**config.mk**
```make
export PLATFORM = sky130hd
export DESIGN_NAME = ctm_timer
export DESIGN_NICKNAME = d
export VERILOG_FILES = /design/src/verilog/ctm_pkg.sv /design/src/verilog/ctm_timer.sv
export SDC_FILE = /design/constraint.sdc
export NUM_CORES = 1
export LEC_CHECK = 0
export BUFFER_PORTS_ARGS = -buffer_cell sky130_fd_sc_hd__buf_2
export CORE_ASPECT_RATIO = 2
export CORE_MARGIN = 5
export CORE_UTILIZATION = 60
export CTS_CLUSTER_SIZE = 30
export DETAILED_ROUTE_END_ITERATION = 8
export PLACE_DENSITY = 0.86
export SLEW_MARGIN = 30
export SYNTH_ARGS = -nofsm -noshare
export SYNTH_HDL_FRONTEND = slang
export SYNTH_SLANG_ARGS = --single-unit
```
**constraint.sdc**
```tcl
create_clock -name clock -period 5.25 [get_ports clock]
set_clock_uncertainty 0.2 [all_clocks]
set_input_delay 0.7875 -clock clock [delete_from_list [all_inputs] [get_ports clock]]
set_output_delay 0.7875 -clock clock [all_outputs]
set_load 0.03 [all_outputs]
```
**src/verilog/ctm_pkg.sv**
```systemverilog
// Constants for the compact timer: register map, fields, modes and codes
package ctm_pkg;
    // Register byte addresses
    localparam logic [3:0] CTM_OFF_CTRL0  = 4'h0;
    localparam logic [3:0] CTM_OFF_CTRL1  = 4'h4;
    localparam logic [3:0] CTM_OFF_COUNT  = 4'h8;
    localparam logic [3:0] CTM_OFF_CMPA   = 4'hC;
    // Control word 0 fields
    localparam int CTM_C0_ON    = 3;
    localparam int CTM_C0_CK_LO = 4;
    localparam int CTM_C0_CK_HI = 6;
    localparam int CTM_C0_RP_HI = 2;
    // Control word 1 fields
    localparam int CTM_C1_CCLR  = 0;
    localparam int CTM_C1_DPX   = 1;
    localparam int CTM_C1_POL   = 2;
    localparam int CTM_C1_OC    = 3;
    localparam int CTM_C1_IO_LO = 4;
    localparam int CTM_C1_IO_HI = 5;
    localparam int CTM_C1_M_LO  = 6;
    localparam int CTM_C1_M_HI  = 7;
    // Status bits in the counter word
    localparam int CTM_ST_AF    = 16;
    localparam int CTM_ST_PF    = 17;
    localparam int CTM_ST_PIN   = 18;
    localparam int CTM_CNT_W    = 10;
    localparam int CTM_P_W      = 3;
    localparam logic [CTM_CNT_W-1:0] CTM_CNT_MAX = 10'h3FF;
    localparam logic [7:0]  CTM_C0_RST = 8'h00;
    localparam logic [7:0]  CTM_C1_RST = 8'h00;
    localparam logic [1:0]  AXI_OKAY   = 2'h0;
    localparam logic [1:0]  AXI_SLVERR = 2'h2;
    // Clock source codes
    localparam logic [2:0] CTM_CK_DIV4 = 3'h0;
    localparam logic [2:0] CTM_CK_SYS  = 3'h1;
    localparam logic [2:0] CTM_CK_D16  = 3'h2;
    localparam logic [2:0] CTM_CK_D64  = 3'h3;
    localparam logic [2:0] CTM_CK_PINR = 3'h6;
    localparam logic [2:0] CTM_CK_PINF = 3'h7;
    localparam logic [5:0] CTM_PRE_MAX = 6'h3F;
    typedef enum logic [1:0] {
        CTM_MODE_CMP = 2'h0,
        CTM_MODE_UND = 2'h1,
        CTM_MODE_PWM = 2'h2,
        CTM_MODE_TC  = 2'h3
    } ctm_mode_t;
    typedef enum logic [1:0] {
        CTM_IO_NONE = 2'h0,
        CTM_IO_LOW  = 2'h1,
        CTM_IO_HIGH = 2'h2,
        CTM_IO_TOG  = 2'h3
    } ctm_io_t;
    typedef enum logic [1:0] {
        CTM_PWM_INACT = 2'h0,
        CTM_PWM_ACT   = 2'h1,
        CTM_PWM_WAVE  = 2'h2,
        CTM_PWM_UND   = 2'h3
    } ctm_pwm_io_t;
endpackage

```
**src/verilog/ctm_timer.sv**
```systemverilog
// Compact 10-bit timer: compare-match, timer/counter and PWM modes, AXI4-Lite registers
//
// Local design decisions: register access over AXI4-Lite and the placing of the registers.
`timescale 1ns/100ps
module ctm_timer
    import ctm_pkg::*;
(
    // Clock and reset
    input  wire logic        clock,
    input  wire logic        arst_n,
    // External count clock pin
    input  wire logic        count_pin,
    // Timer output pin and interrupt
    output logic             timer_out_q,
    output logic             timer_out_en_q,
    output logic             irq_q,
    // AXI4-Lite write channels
    input  wire logic [3:0]  s_axi_awaddr,
    input  wire logic        s_axi_awvalid,
    output logic             s_axi_awready,
    input  wire logic [31:0] s_axi_wdata,
    input  wire logic [3:0]  s_axi_wstrb,
    input  wire logic        s_axi_wvalid,
    output logic             s_axi_wready,
    output logic [1:0]       s_axi_bresp,
    output logic             s_axi_bvalid,
    input  wire logic        s_axi_bready,
    // AXI4-Lite read channels
    input  wire logic [3:0]  s_axi_araddr,
    input  wire logic        s_axi_arvalid,
    output logic             s_axi_arready,
    output logic [31:0]      s_axi_rdata,
    output logic [1:0]       s_axi_rresp,
    output logic             s_axi_rvalid,
    input  wire logic        s_axi_rready
);

    logic [7:0]           ctrl0_q;
    logic [7:0]           ctrl1_q;
    logic [CTM_CNT_W-1:0] cmp_a_q;
    logic [CTM_CNT_W-1:0] count_q;
    logic                 flag_a_q;
    logic                 flag_p_q;
    logic                 on_d1_q;
    logic [5:0]           pre_q;
    logic                 pin_d1_q;
    logic [3:0]           aw_addr_q;
    logic                 aw_have_q;
    logic [31:0]          w_data_q;
    logic [3:0]           w_strb_q;
    logic                 w_have_q;

    // Control fields
    logic                 counter_on;
    logic [2:0]           clk_sel;
    logic [CTM_P_W-1:0]   compare_p_value;
    ctm_mode_t            mode;
    logic [1:0]           output_action;
    logic                 output_initial_level;
    logic                 output_invert;
    logic                 period_duty_swap;
    logic                 clear_select;

    assign counter_on           = ctrl0_q[CTM_C0_ON];
    assign clk_sel              = ctrl0_q[CTM_C0_CK_HI:CTM_C0_CK_LO];
    assign compare_p_value      = ctrl0_q[CTM_C0_RP_HI:0];
    assign mode                 = ctm_mode_t'(ctrl1_q[CTM_C1_M_HI:CTM_C1_M_LO]);
    assign output_action        = ctrl1_q[CTM_C1_IO_HI:CTM_C1_IO_LO];
    assign output_initial_level = ctrl1_q[CTM_C1_OC];
    assign output_invert        = ctrl1_q[CTM_C1_POL];
    assign period_duty_swap     = ctrl1_q[CTM_C1_DPX];
    assign clear_select         = ctrl1_q[CTM_C1_CCLR];

    logic on_rise;
    assign on_rise = counter_on && !on_d1_q;

    always_ff @(posedge clock or negedge arst_n) begin
        if (!arst_n) begin
            on_d1_q  <= 1'b0;
            pin_d1_q <= 1'b0;
        end else begin
            on_d1_q  <= counter_on;
            pin_d1_q <= count_pin;
        end
    end

    // Count enable: prescaler for internal sources, edge detect for the pin
    always_ff @(posedge clock or negedge arst_n) begin
        if (!arst_n) begin
            pre_q <= '0;
        end else begin
            pre_q <= pre_q + 6'h01;
        end
    end

    logic tick;
    always_comb begin
        unique case (clk_sel)
            CTM_CK_SYS:  tick = 1'b1;
            CTM_CK_DIV4: tick = (pre_q[1:0] == CTM_PRE_MAX[1:0]);
            CTM_CK_D16:  tick = (pre_q[3:0] == CTM_PRE_MAX[3:0]);
            CTM_CK_D64:  tick = (pre_q == CTM_PRE_MAX);
            CTM_CK_PINR: tick = count_pin && !pin_d1_q;
            CTM_CK_PINF: tick = !count_pin && pin_d1_q;
            default:     tick = (pre_q[1:0] == CTM_PRE_MAX[1:0]);
        endcase
    end

    logic run;
    assign run = counter_on && on_d1_q && tick;   // Frozen while off

    // Comparators see the next count, so a clear lands on the period boundary
    logic match_a;
    logic match_p;
    logic ovf;
    logic [CTM_CNT_W-1:0] count_nx;
    assign count_nx = count_q + 10'h001;
    assign match_a = (count_nx == cmp_a_q);
    assign match_p = (count_nx[CTM_CNT_W-1 -: CTM_P_W] == compare_p_value)
                   && (count_nx[CTM_CNT_W-CTM_P_W-1:0] == '0)
                   && (compare_p_value != '0);
    assign ovf     = (count_q == CTM_CNT_MAX);

    logic is_pwm;
    assign is_pwm = (mode == CTM_MODE_PWM);

    // Clear and flag events per mode
    logic clr;
    logic ev_a;
    logic ev_p;
    always_comb begin
        clr  = ovf;
        ev_a = 1'b0;
        ev_p = 1'b0;
        if (is_pwm) begin
            // Period comparator clears; both comparators flag
            ev_a = match_a && (cmp_a_q != '0);
            ev_p = match_p;
            if (period_duty_swap) begin
                clr = ev_a || ovf;
            end else begin
                clr = match_p || ovf;
            end
        end else if (clear_select) begin
            ev_a = match_a && (cmp_a_q != '0);
            clr  = ev_a || ovf;
        end else begin
            ev_a = match_a && (cmp_a_q != '0);
            ev_p = match_p || (ovf && compare_p_value == '0);
            clr  = match_p || ovf;
        end
    end

    // Counter: zeroed on counter-on rise
    always_ff @(posedge clock or negedge arst_n) begin
        if (!arst_n) begin
            count_q <= '0;
        end else if (on_rise) begin
            count_q <= '0;
        end else if (run) begin
            count_q <= clr ? '0 : count_nx;
        end
    end

    // Duty comparison: duty at or beyond period stays active
    logic [CTM_CNT_W:0] period_len;
    logic [CTM_CNT_W:0] duty_len;
    logic [CTM_CNT_W:0] p_len;
    logic               pwm_active;
    assign p_len = {(compare_p_value == '0), compare_p_value, 7'h00};
    always_comb begin
        if (period_duty_swap) begin
            period_len = {1'b0, cmp_a_q};
            duty_len   = p_len;
        end else begin
            period_len = p_len;
            duty_len   = {1'b0, cmp_a_q};
        end
        pwm_active = ({1'b0, count_q} < duty_len) || (duty_len >= period_len);
    end

    // Output level before polarity inversion
    logic pin_lvl_q;
    always_ff @(posedge clock or negedge arst_n) begin
        if (!arst_n) begin
            pin_lvl_q <= 1'b0;
        end else if (on_rise && mode == CTM_MODE_CMP) begin
            pin_lvl_q <= output_initial_level;
        end else if (mode == CTM_MODE_CMP) begin
            if (run && ev_a) begin
                unique case (ctm_io_t'(output_action))
                    CTM_IO_NONE: pin_lvl_q <= pin_lvl_q;
                    CTM_IO_LOW:  pin_lvl_q <= 1'b0;
                    CTM_IO_HIGH: pin_lvl_q <= 1'b1;
                    CTM_IO_TOG:  pin_lvl_q <= !pin_lvl_q;
                endcase
            end
        end else if (is_pwm) begin
            unique case (ctm_pwm_io_t'(output_action))
                CTM_PWM_INACT: pin_lvl_q <= !output_initial_level;
                CTM_PWM_ACT:   pin_lvl_q <= output_initial_level;
                CTM_PWM_WAVE:  pin_lvl_q <= pwm_active ~^ output_initial_level;
                CTM_PWM_UND:   pin_lvl_q <= !output_initial_level;
            endcase
        end
    end

    // Polarity and enable; timer/counter mode releases the pin
    always_ff @(posedge clock or negedge arst_n) begin
        if (!arst_n) begin
            timer_out_q    <= 1'b0;
            timer_out_en_q <= 1'b0;
        end else begin
            timer_out_q    <= pin_lvl_q ^ output_invert;
            timer_out_en_q <= (mode == CTM_MODE_CMP) || is_pwm;
        end
    end

    // AXI write capture, address and data in either order
    logic wr_go;
    assign wr_go = aw_have_q && w_have_q && !s_axi_bvalid;

    always_ff @(posedge clock or negedge arst_n) begin
        if (!arst_n) begin
            aw_have_q <= 1'b0;
            aw_addr_q <= '0;
        end else if (s_axi_awvalid && s_axi_awready) begin
            aw_have_q <= 1'b1;
            aw_addr_q <= s_axi_awaddr;
        end else if (wr_go) begin
            aw_have_q <= 1'b0;
        end
    end

    always_ff @(posedge clock or negedge arst_n) begin
        if (!arst_n) begin
            w_have_q <= 1'b0;
            w_data_q <= '0;
            w_strb_q <= '0;
        end else if (s_axi_wvalid && s_axi_wready) begin
            w_have_q <= 1'b1;
            w_data_q <= s_axi_wdata;
            w_strb_q <= s_axi_wstrb;
        end else if (wr_go) begin
            w_have_q <= 1'b0;
        end
    end

    always_ff @(posedge clock or negedge arst_n) begin
        if (!arst_n) begin
            s_axi_awready <= 1'b0;
            s_axi_wready  <= 1'b0;
        end else begin
            s_axi_awready <= !aw_have_q && !(s_axi_awvalid && s_axi_awready);
            s_axi_wready  <= !w_have_q && !(s_axi_wvalid && s_axi_wready);
        end
    end

    logic wr_c0;
    logic wr_c1;
    logic wr_st;
    logic wr_a;
    assign wr_c0 = wr_go && aw_addr_q == CTM_OFF_CTRL0 && w_strb_q[0];
    assign wr_c1 = wr_go && aw_addr_q == CTM_OFF_CTRL1 && w_strb_q[0];
    assign wr_st = wr_go && aw_addr_q == CTM_OFF_COUNT && w_strb_q[2];
    assign wr_a  = wr_go && aw_addr_q == CTM_OFF_CMPA;

    // Mode and action changes are only safe with the counter off
    always_ff @(posedge clock or negedge arst_n) begin
        if (!arst_n) begin
            ctrl0_q <= CTM_C0_RST;
            ctrl1_q <= CTM_C1_RST;
            cmp_a_q <= '0;
        end else begin
            if (wr_c0) ctrl0_q <= w_data_q[7:0];
            if (wr_c1) ctrl1_q <= w_data_q[7:0];
            if (wr_a && w_strb_q[0]) cmp_a_q[7:0] <= w_data_q[7:0];
            if (wr_a && w_strb_q[1]) cmp_a_q[9:8] <= w_data_q[9:8];
        end
    end

    // Sticky flags: write one clears, a match in the same cycle wins
    always_ff @(posedge clock or negedge arst_n) begin
        if (!arst_n) begin
            flag_a_q <= 1'b0;
            flag_p_q <= 1'b0;
            irq_q    <= 1'b0;
        end else begin
            flag_a_q <= (run && ev_a) || (flag_a_q && !(wr_st && w_data_q[CTM_ST_AF]));
            flag_p_q <= (run && ev_p) || (flag_p_q && !(wr_st && w_data_q[CTM_ST_PF]));
            irq_q    <= flag_a_q || flag_p_q;
        end
    end

    always_ff @(posedge clock or negedge arst_n) begin
        if (!arst_n) begin
            s_axi_bvalid <= 1'b0;
            s_axi_bresp  <= AXI_OKAY;
        end else if (wr_go) begin
            s_axi_bvalid <= 1'b1;
            s_axi_bresp  <= (aw_addr_q[1:0] != 2'h0 || aw_addr_q > CTM_OFF_CMPA) ? AXI_SLVERR : AXI_OKAY;
        end else if (s_axi_bready) begin
            s_axi_bvalid <= 1'b0;
        end
    end

    // AXI read, one outstanding
    logic [31:0] rd_mux;
    always_comb begin
        rd_mux = '0;
        unique case (s_axi_araddr)
            CTM_OFF_CTRL0: rd_mux[7:0] = ctrl0_q;
            CTM_OFF_CTRL1: rd_mux[7:0] = ctrl1_q;
            CTM_OFF_COUNT: begin
                rd_mux[CTM_CNT_W-1:0] = count_q;
                rd_mux[CTM_ST_AF]     = flag_a_q;
                rd_mux[CTM_ST_PF]     = flag_p_q;
                rd_mux[CTM_ST_PIN]    = timer_out_q;
            end
            CTM_OFF_CMPA:  rd_mux[CTM_CNT_W-1:0] = cmp_a_q;
            default:       rd_mux = '0;
        endcase
    end

    always_ff @(posedge clock or negedge arst_n) begin
        if (!arst_n) begin
            s_axi_arready <= 1'b0;
            s_axi_rvalid  <= 1'b0;
            s_axi_rdata   <= '0;
            s_axi_rresp   <= AXI_OKAY;
        end else if (s_axi_rvalid) begin
            s_axi_arready <= 1'b0;
            if (s_axi_rready) begin
                s_axi_rvalid  <= 1'b0;
                s_axi_arready <= 1'b1;
            end
        end else if (s_axi_arvalid && s_axi_arready) begin
            s_axi_arready <= 1'b0;
            s_axi_rvalid  <= 1'b1;
            s_axi_rdata   <= rd_mux;
            s_axi_rresp   <= (s_axi_araddr[1:0] != 2'h0 || s_axi_araddr > CTM_OFF_CMPA) ? AXI_SLVERR : AXI_OKAY;
        end else begin
            s_axi_arready <= 1'b1;
        end
    end

endmodule // ctm_timer

```
==> impl_metrics.env <==
export IMPL_synthTopCellsByCount="dfrtp_1, mux2_2, nand2_1"
export IMPL_critPathLaunch="count_q[4]"
export IMPL_vdd_drop_max_uv=437.5
export IMPL_critPathMaxStageDelay_ps=780
export IMPL_root_buffer="clkbuf_16"
export IMPL_ys_top_cells_by_area="dfrtp_1, mux2_2, ha_1"
export IMPL_routed_wl_mm=11.67
export IMPL_finalHoldViolCount=0
export IMPL_p_per_area_nw_per_um2=527.9
export IMPL_maxCapViolCount=0
export IMPL_floorplan_initialDensity_pct=61.02
export IMPL_top_usage_layer="met2"
export IMPL_setup_violations=0
export IMPL_grt_pass1_vias=3902
export IMPL_ctsResizeCount=0
export IMPL_crit_arrival_ps=3600
export IMPL_status="complete, no violations"
export IMPL_htreeDepth=3
export IMPL_finalNonFillerCells=611
export IMPL_timing_final_ws_setup_ps=1718
export IMPL_antenna_left=0
export IMPL_synth_top_area_share_pct=45.00
export IMPL_path_cells="nand3_1 > nor2_1 > nor2_1 > o311ai_0 > a211oi_1 > nor3b_2 > o21ai_0 > a21oi_1"
export IMPL_cp_max_fo=15
export IMPL_syn_area_per_cell_um2=10.90
export IMPL_nets=579
export IMPL_nFillCells=627
export IMPL_io_pins=96
export IMPL_synthArstFlopShare_pct=100.0
export IMPL_grt_max_degree=92
export IMPL_num_rows=47
export IMPL_use_met1_pct=24.69
export IMPL_netlist_area_um2=5060
export IMPL_ys_ff_latch=91
export IMPL_pre_cts_ws_ps=1859
export IMPL_grtUsageTotal_pct=24.22
export IMPL_synth_most_common_cell="dfrtp_1"
export IMPL_fp_dieW_um=74.94
export IMPL_worstMarginPinSlew_ps=932.3
export IMPL_p_leak_nw=2.638
export IMPL_synth_cell_types=70
export IMPL_core_area_um2=8292
export IMPL_drive_above_1_share_pct=26.51
export IMPL_yosysTopAreaCell="dfrtp_1"
export IMPL_worst_setup_path_type="register to register"
export IMPL_drcViolationCount=0
export IMPL_max_freq_mhz=283.2
export IMPL_regToRegSetupSlack_ps=1720
export IMPL_via_count=3753
export IMPL_crit_required_ps=5320
export IMPL_r2r_start="count_q[4]"
export IMPL_clk_latency_ps=340
export IMPL_start_kind="register"
export IMPL_wl_per_cell_um=19.10
export IMPL_tritoncts="done"
export IMPL_dp_hpwl_mm=8.834
export IMPL_cts_buffers=9
export IMPL_viasPerCell=6.142
export IMPL_holdWs_ps=246.3
export IMPL_finalCriticalPeriod_ps=3532
export IMPL_overflow=0
export IMPL_cts_sinks=91
export IMPL_synth_edf_count=0
export IMPL_hp_class="register to register"
export IMPL_min_from="pre_q[0]"
export IMPL_antenna_found_initial=0
export IMPL_dieArea_um2=10480
export IMPL_yosysSeqAreaShare_pct=45.00
export IMPL_crit_slowest_cell="nor3b_2"
export IMPL_area_growth_pct=10.46
export IMPL_fin_area_um2=5589
export IMPL_drv_slew=0
export IMPL_cts_buffer_depth=2
export IMPL_drtIter0Drc=239
export IMPL_cp_common_cell="nor2_1"
export IMPL_port_buffers=53
export IMPL_detailed_place_area_um2=5251
export IMPL_grtUsageMet2_pct=41.03
export IMPL_timing_final_crit_share_pct=67.27
export IMPL_chipHeight_um=139.9
export IMPL_rsz0062_at_grt="no"
export IMPL_slew_headroom_pct=37.06
export IMPL_grtUsageMet3_pct=4.549
export IMPL_postCtsHoldBufs=0
export IMPL_first_pass_iters=4
export IMPL_cts_clk_slew_worst_paths_ps=70
export IMPL_postCtsSetupRepairBufs=0
export IMPL_post_place_cells=595
export IMPL_final_setup_tns_ps=0
export IMPL_yosysWarnings=0
export IMPL_place_congestion=0.9583
export IMPL_worst_setup_path_end_kind="register"
export IMPL_ys_flop_type="dfrtp_1"
export IMPL_grt_first_pass_wirelength_mm=18.97
export IMPL_diodes=0
export IMPL_netlist_instances=464
## cell families (layout without fill, tap and decap cells)
group / after synthesis / after routing / synth area share, %
adders and majority gates: 19 / 19 / 4.698
buffers and inverters: 62 / 91 / 7.196
xor gates and xnor gates: 19 / 19 / 4.006
other: 1 / 21 / 0.07411
and+or+nand+nor: 132 / 132 / 13.53
AOI/OAI and AO/OA: 75 / 75 / 9.446
muxes: 65 / 65 / 16.05
DFF: 91 / 91 / 45.00
## critical path, delay by kind of cell (launching register included)
kind            cells  cell delay (ps)
simple gates        4             1410
flops               1              620
compound gates      4             1230
## final cells by class
type                       instances  area (µm²)  share of cell area [%]
clock buffer                      10       239.0                   4.276
clock inverter                     6       93.84                   1.679
inverter                          21       78.83                   1.410
multi-input combinational        331        2499                   44.71
sequential                        91        2277                   40.74
tap                               98       122.6                   2.194
timing repair buffer              54       279.0                   4.992
## registers in the layout (all words and copies together), names as in the netlist, 3 cells and up
name and cells:
s_axi_rdata 13, w_data_q 12, cmp_a_q 10, count_q 10, ctrl0_q 8, ctrl1_q 8
pre_q 6, aw_addr_q 4, w_strb_q 3
## power breakdown
part	switching, mW	total [mW]	internal, mW
Sequential	0.286	1.21	0.926
Combinational	0.554	1.03	0.473
Clock	0.275	0.710	0.436
## metal layers
metal | part of all wire [%] | vias to the layer above | routed length, µm
met3 | 5.3 | 60 | 615
li1 | - | 1708 | -
met5 | 0 | - | 0
met1 | 33 | 1834 | 3812
met4 | 7.7 | 0 | 896
met2 | 54 | 151 | 6345
## path summary, 6_finish.rpt
kind | depth (start not counted) | to
max | 8 | count_q[6]
min | 1 | pre_q[0]
max reg2reg | 8 | count_q[6]
min reg2reg | 1 | pre_q[0]
max in group asynchronous | 1 | count_q[8]
min in group asynchronous | 1 | w_data_q[5]
## through the flow
stage	power [mW]	util [%]
detailed placement	2.225	63.33
finish	2.951	67.41
CTS	2.949	67.35
floorplan	1.930	-
global route	3.123	67.41
global placement	2.161	63.29
## placed cells by master (no fill, tap or decap), types with 5 or more instances in the layout
cell / Yosys / routed
a31oi_1: 5 / 5
a21oi_1: 14 / 14
inv_1: 21 / 21
xor2_1: 5 / 5
nand3_1: 15 / 15
nand4_1: 7 / 7
xnor2_1: 11 / 11
ha_1: 19 / 19
dfrtp_1: 91 / 91
nor2_1: 16 / 16
nand2_1: 45 / 45
a22o_1: 8 / 8
mux2_2: 45 / 45
o21ai_0: 26 / 26
buf_2: 2 / 52
nor2b_1: 6 / 6
clkbuf_16: 0 / 9
mux2i_1: 11 / 11
conb_1: 1 / 21
nor3_1: 12 / 11
mux4_2: 7 / 7
No activity file was read; power rests on OpenSTA's default activity.
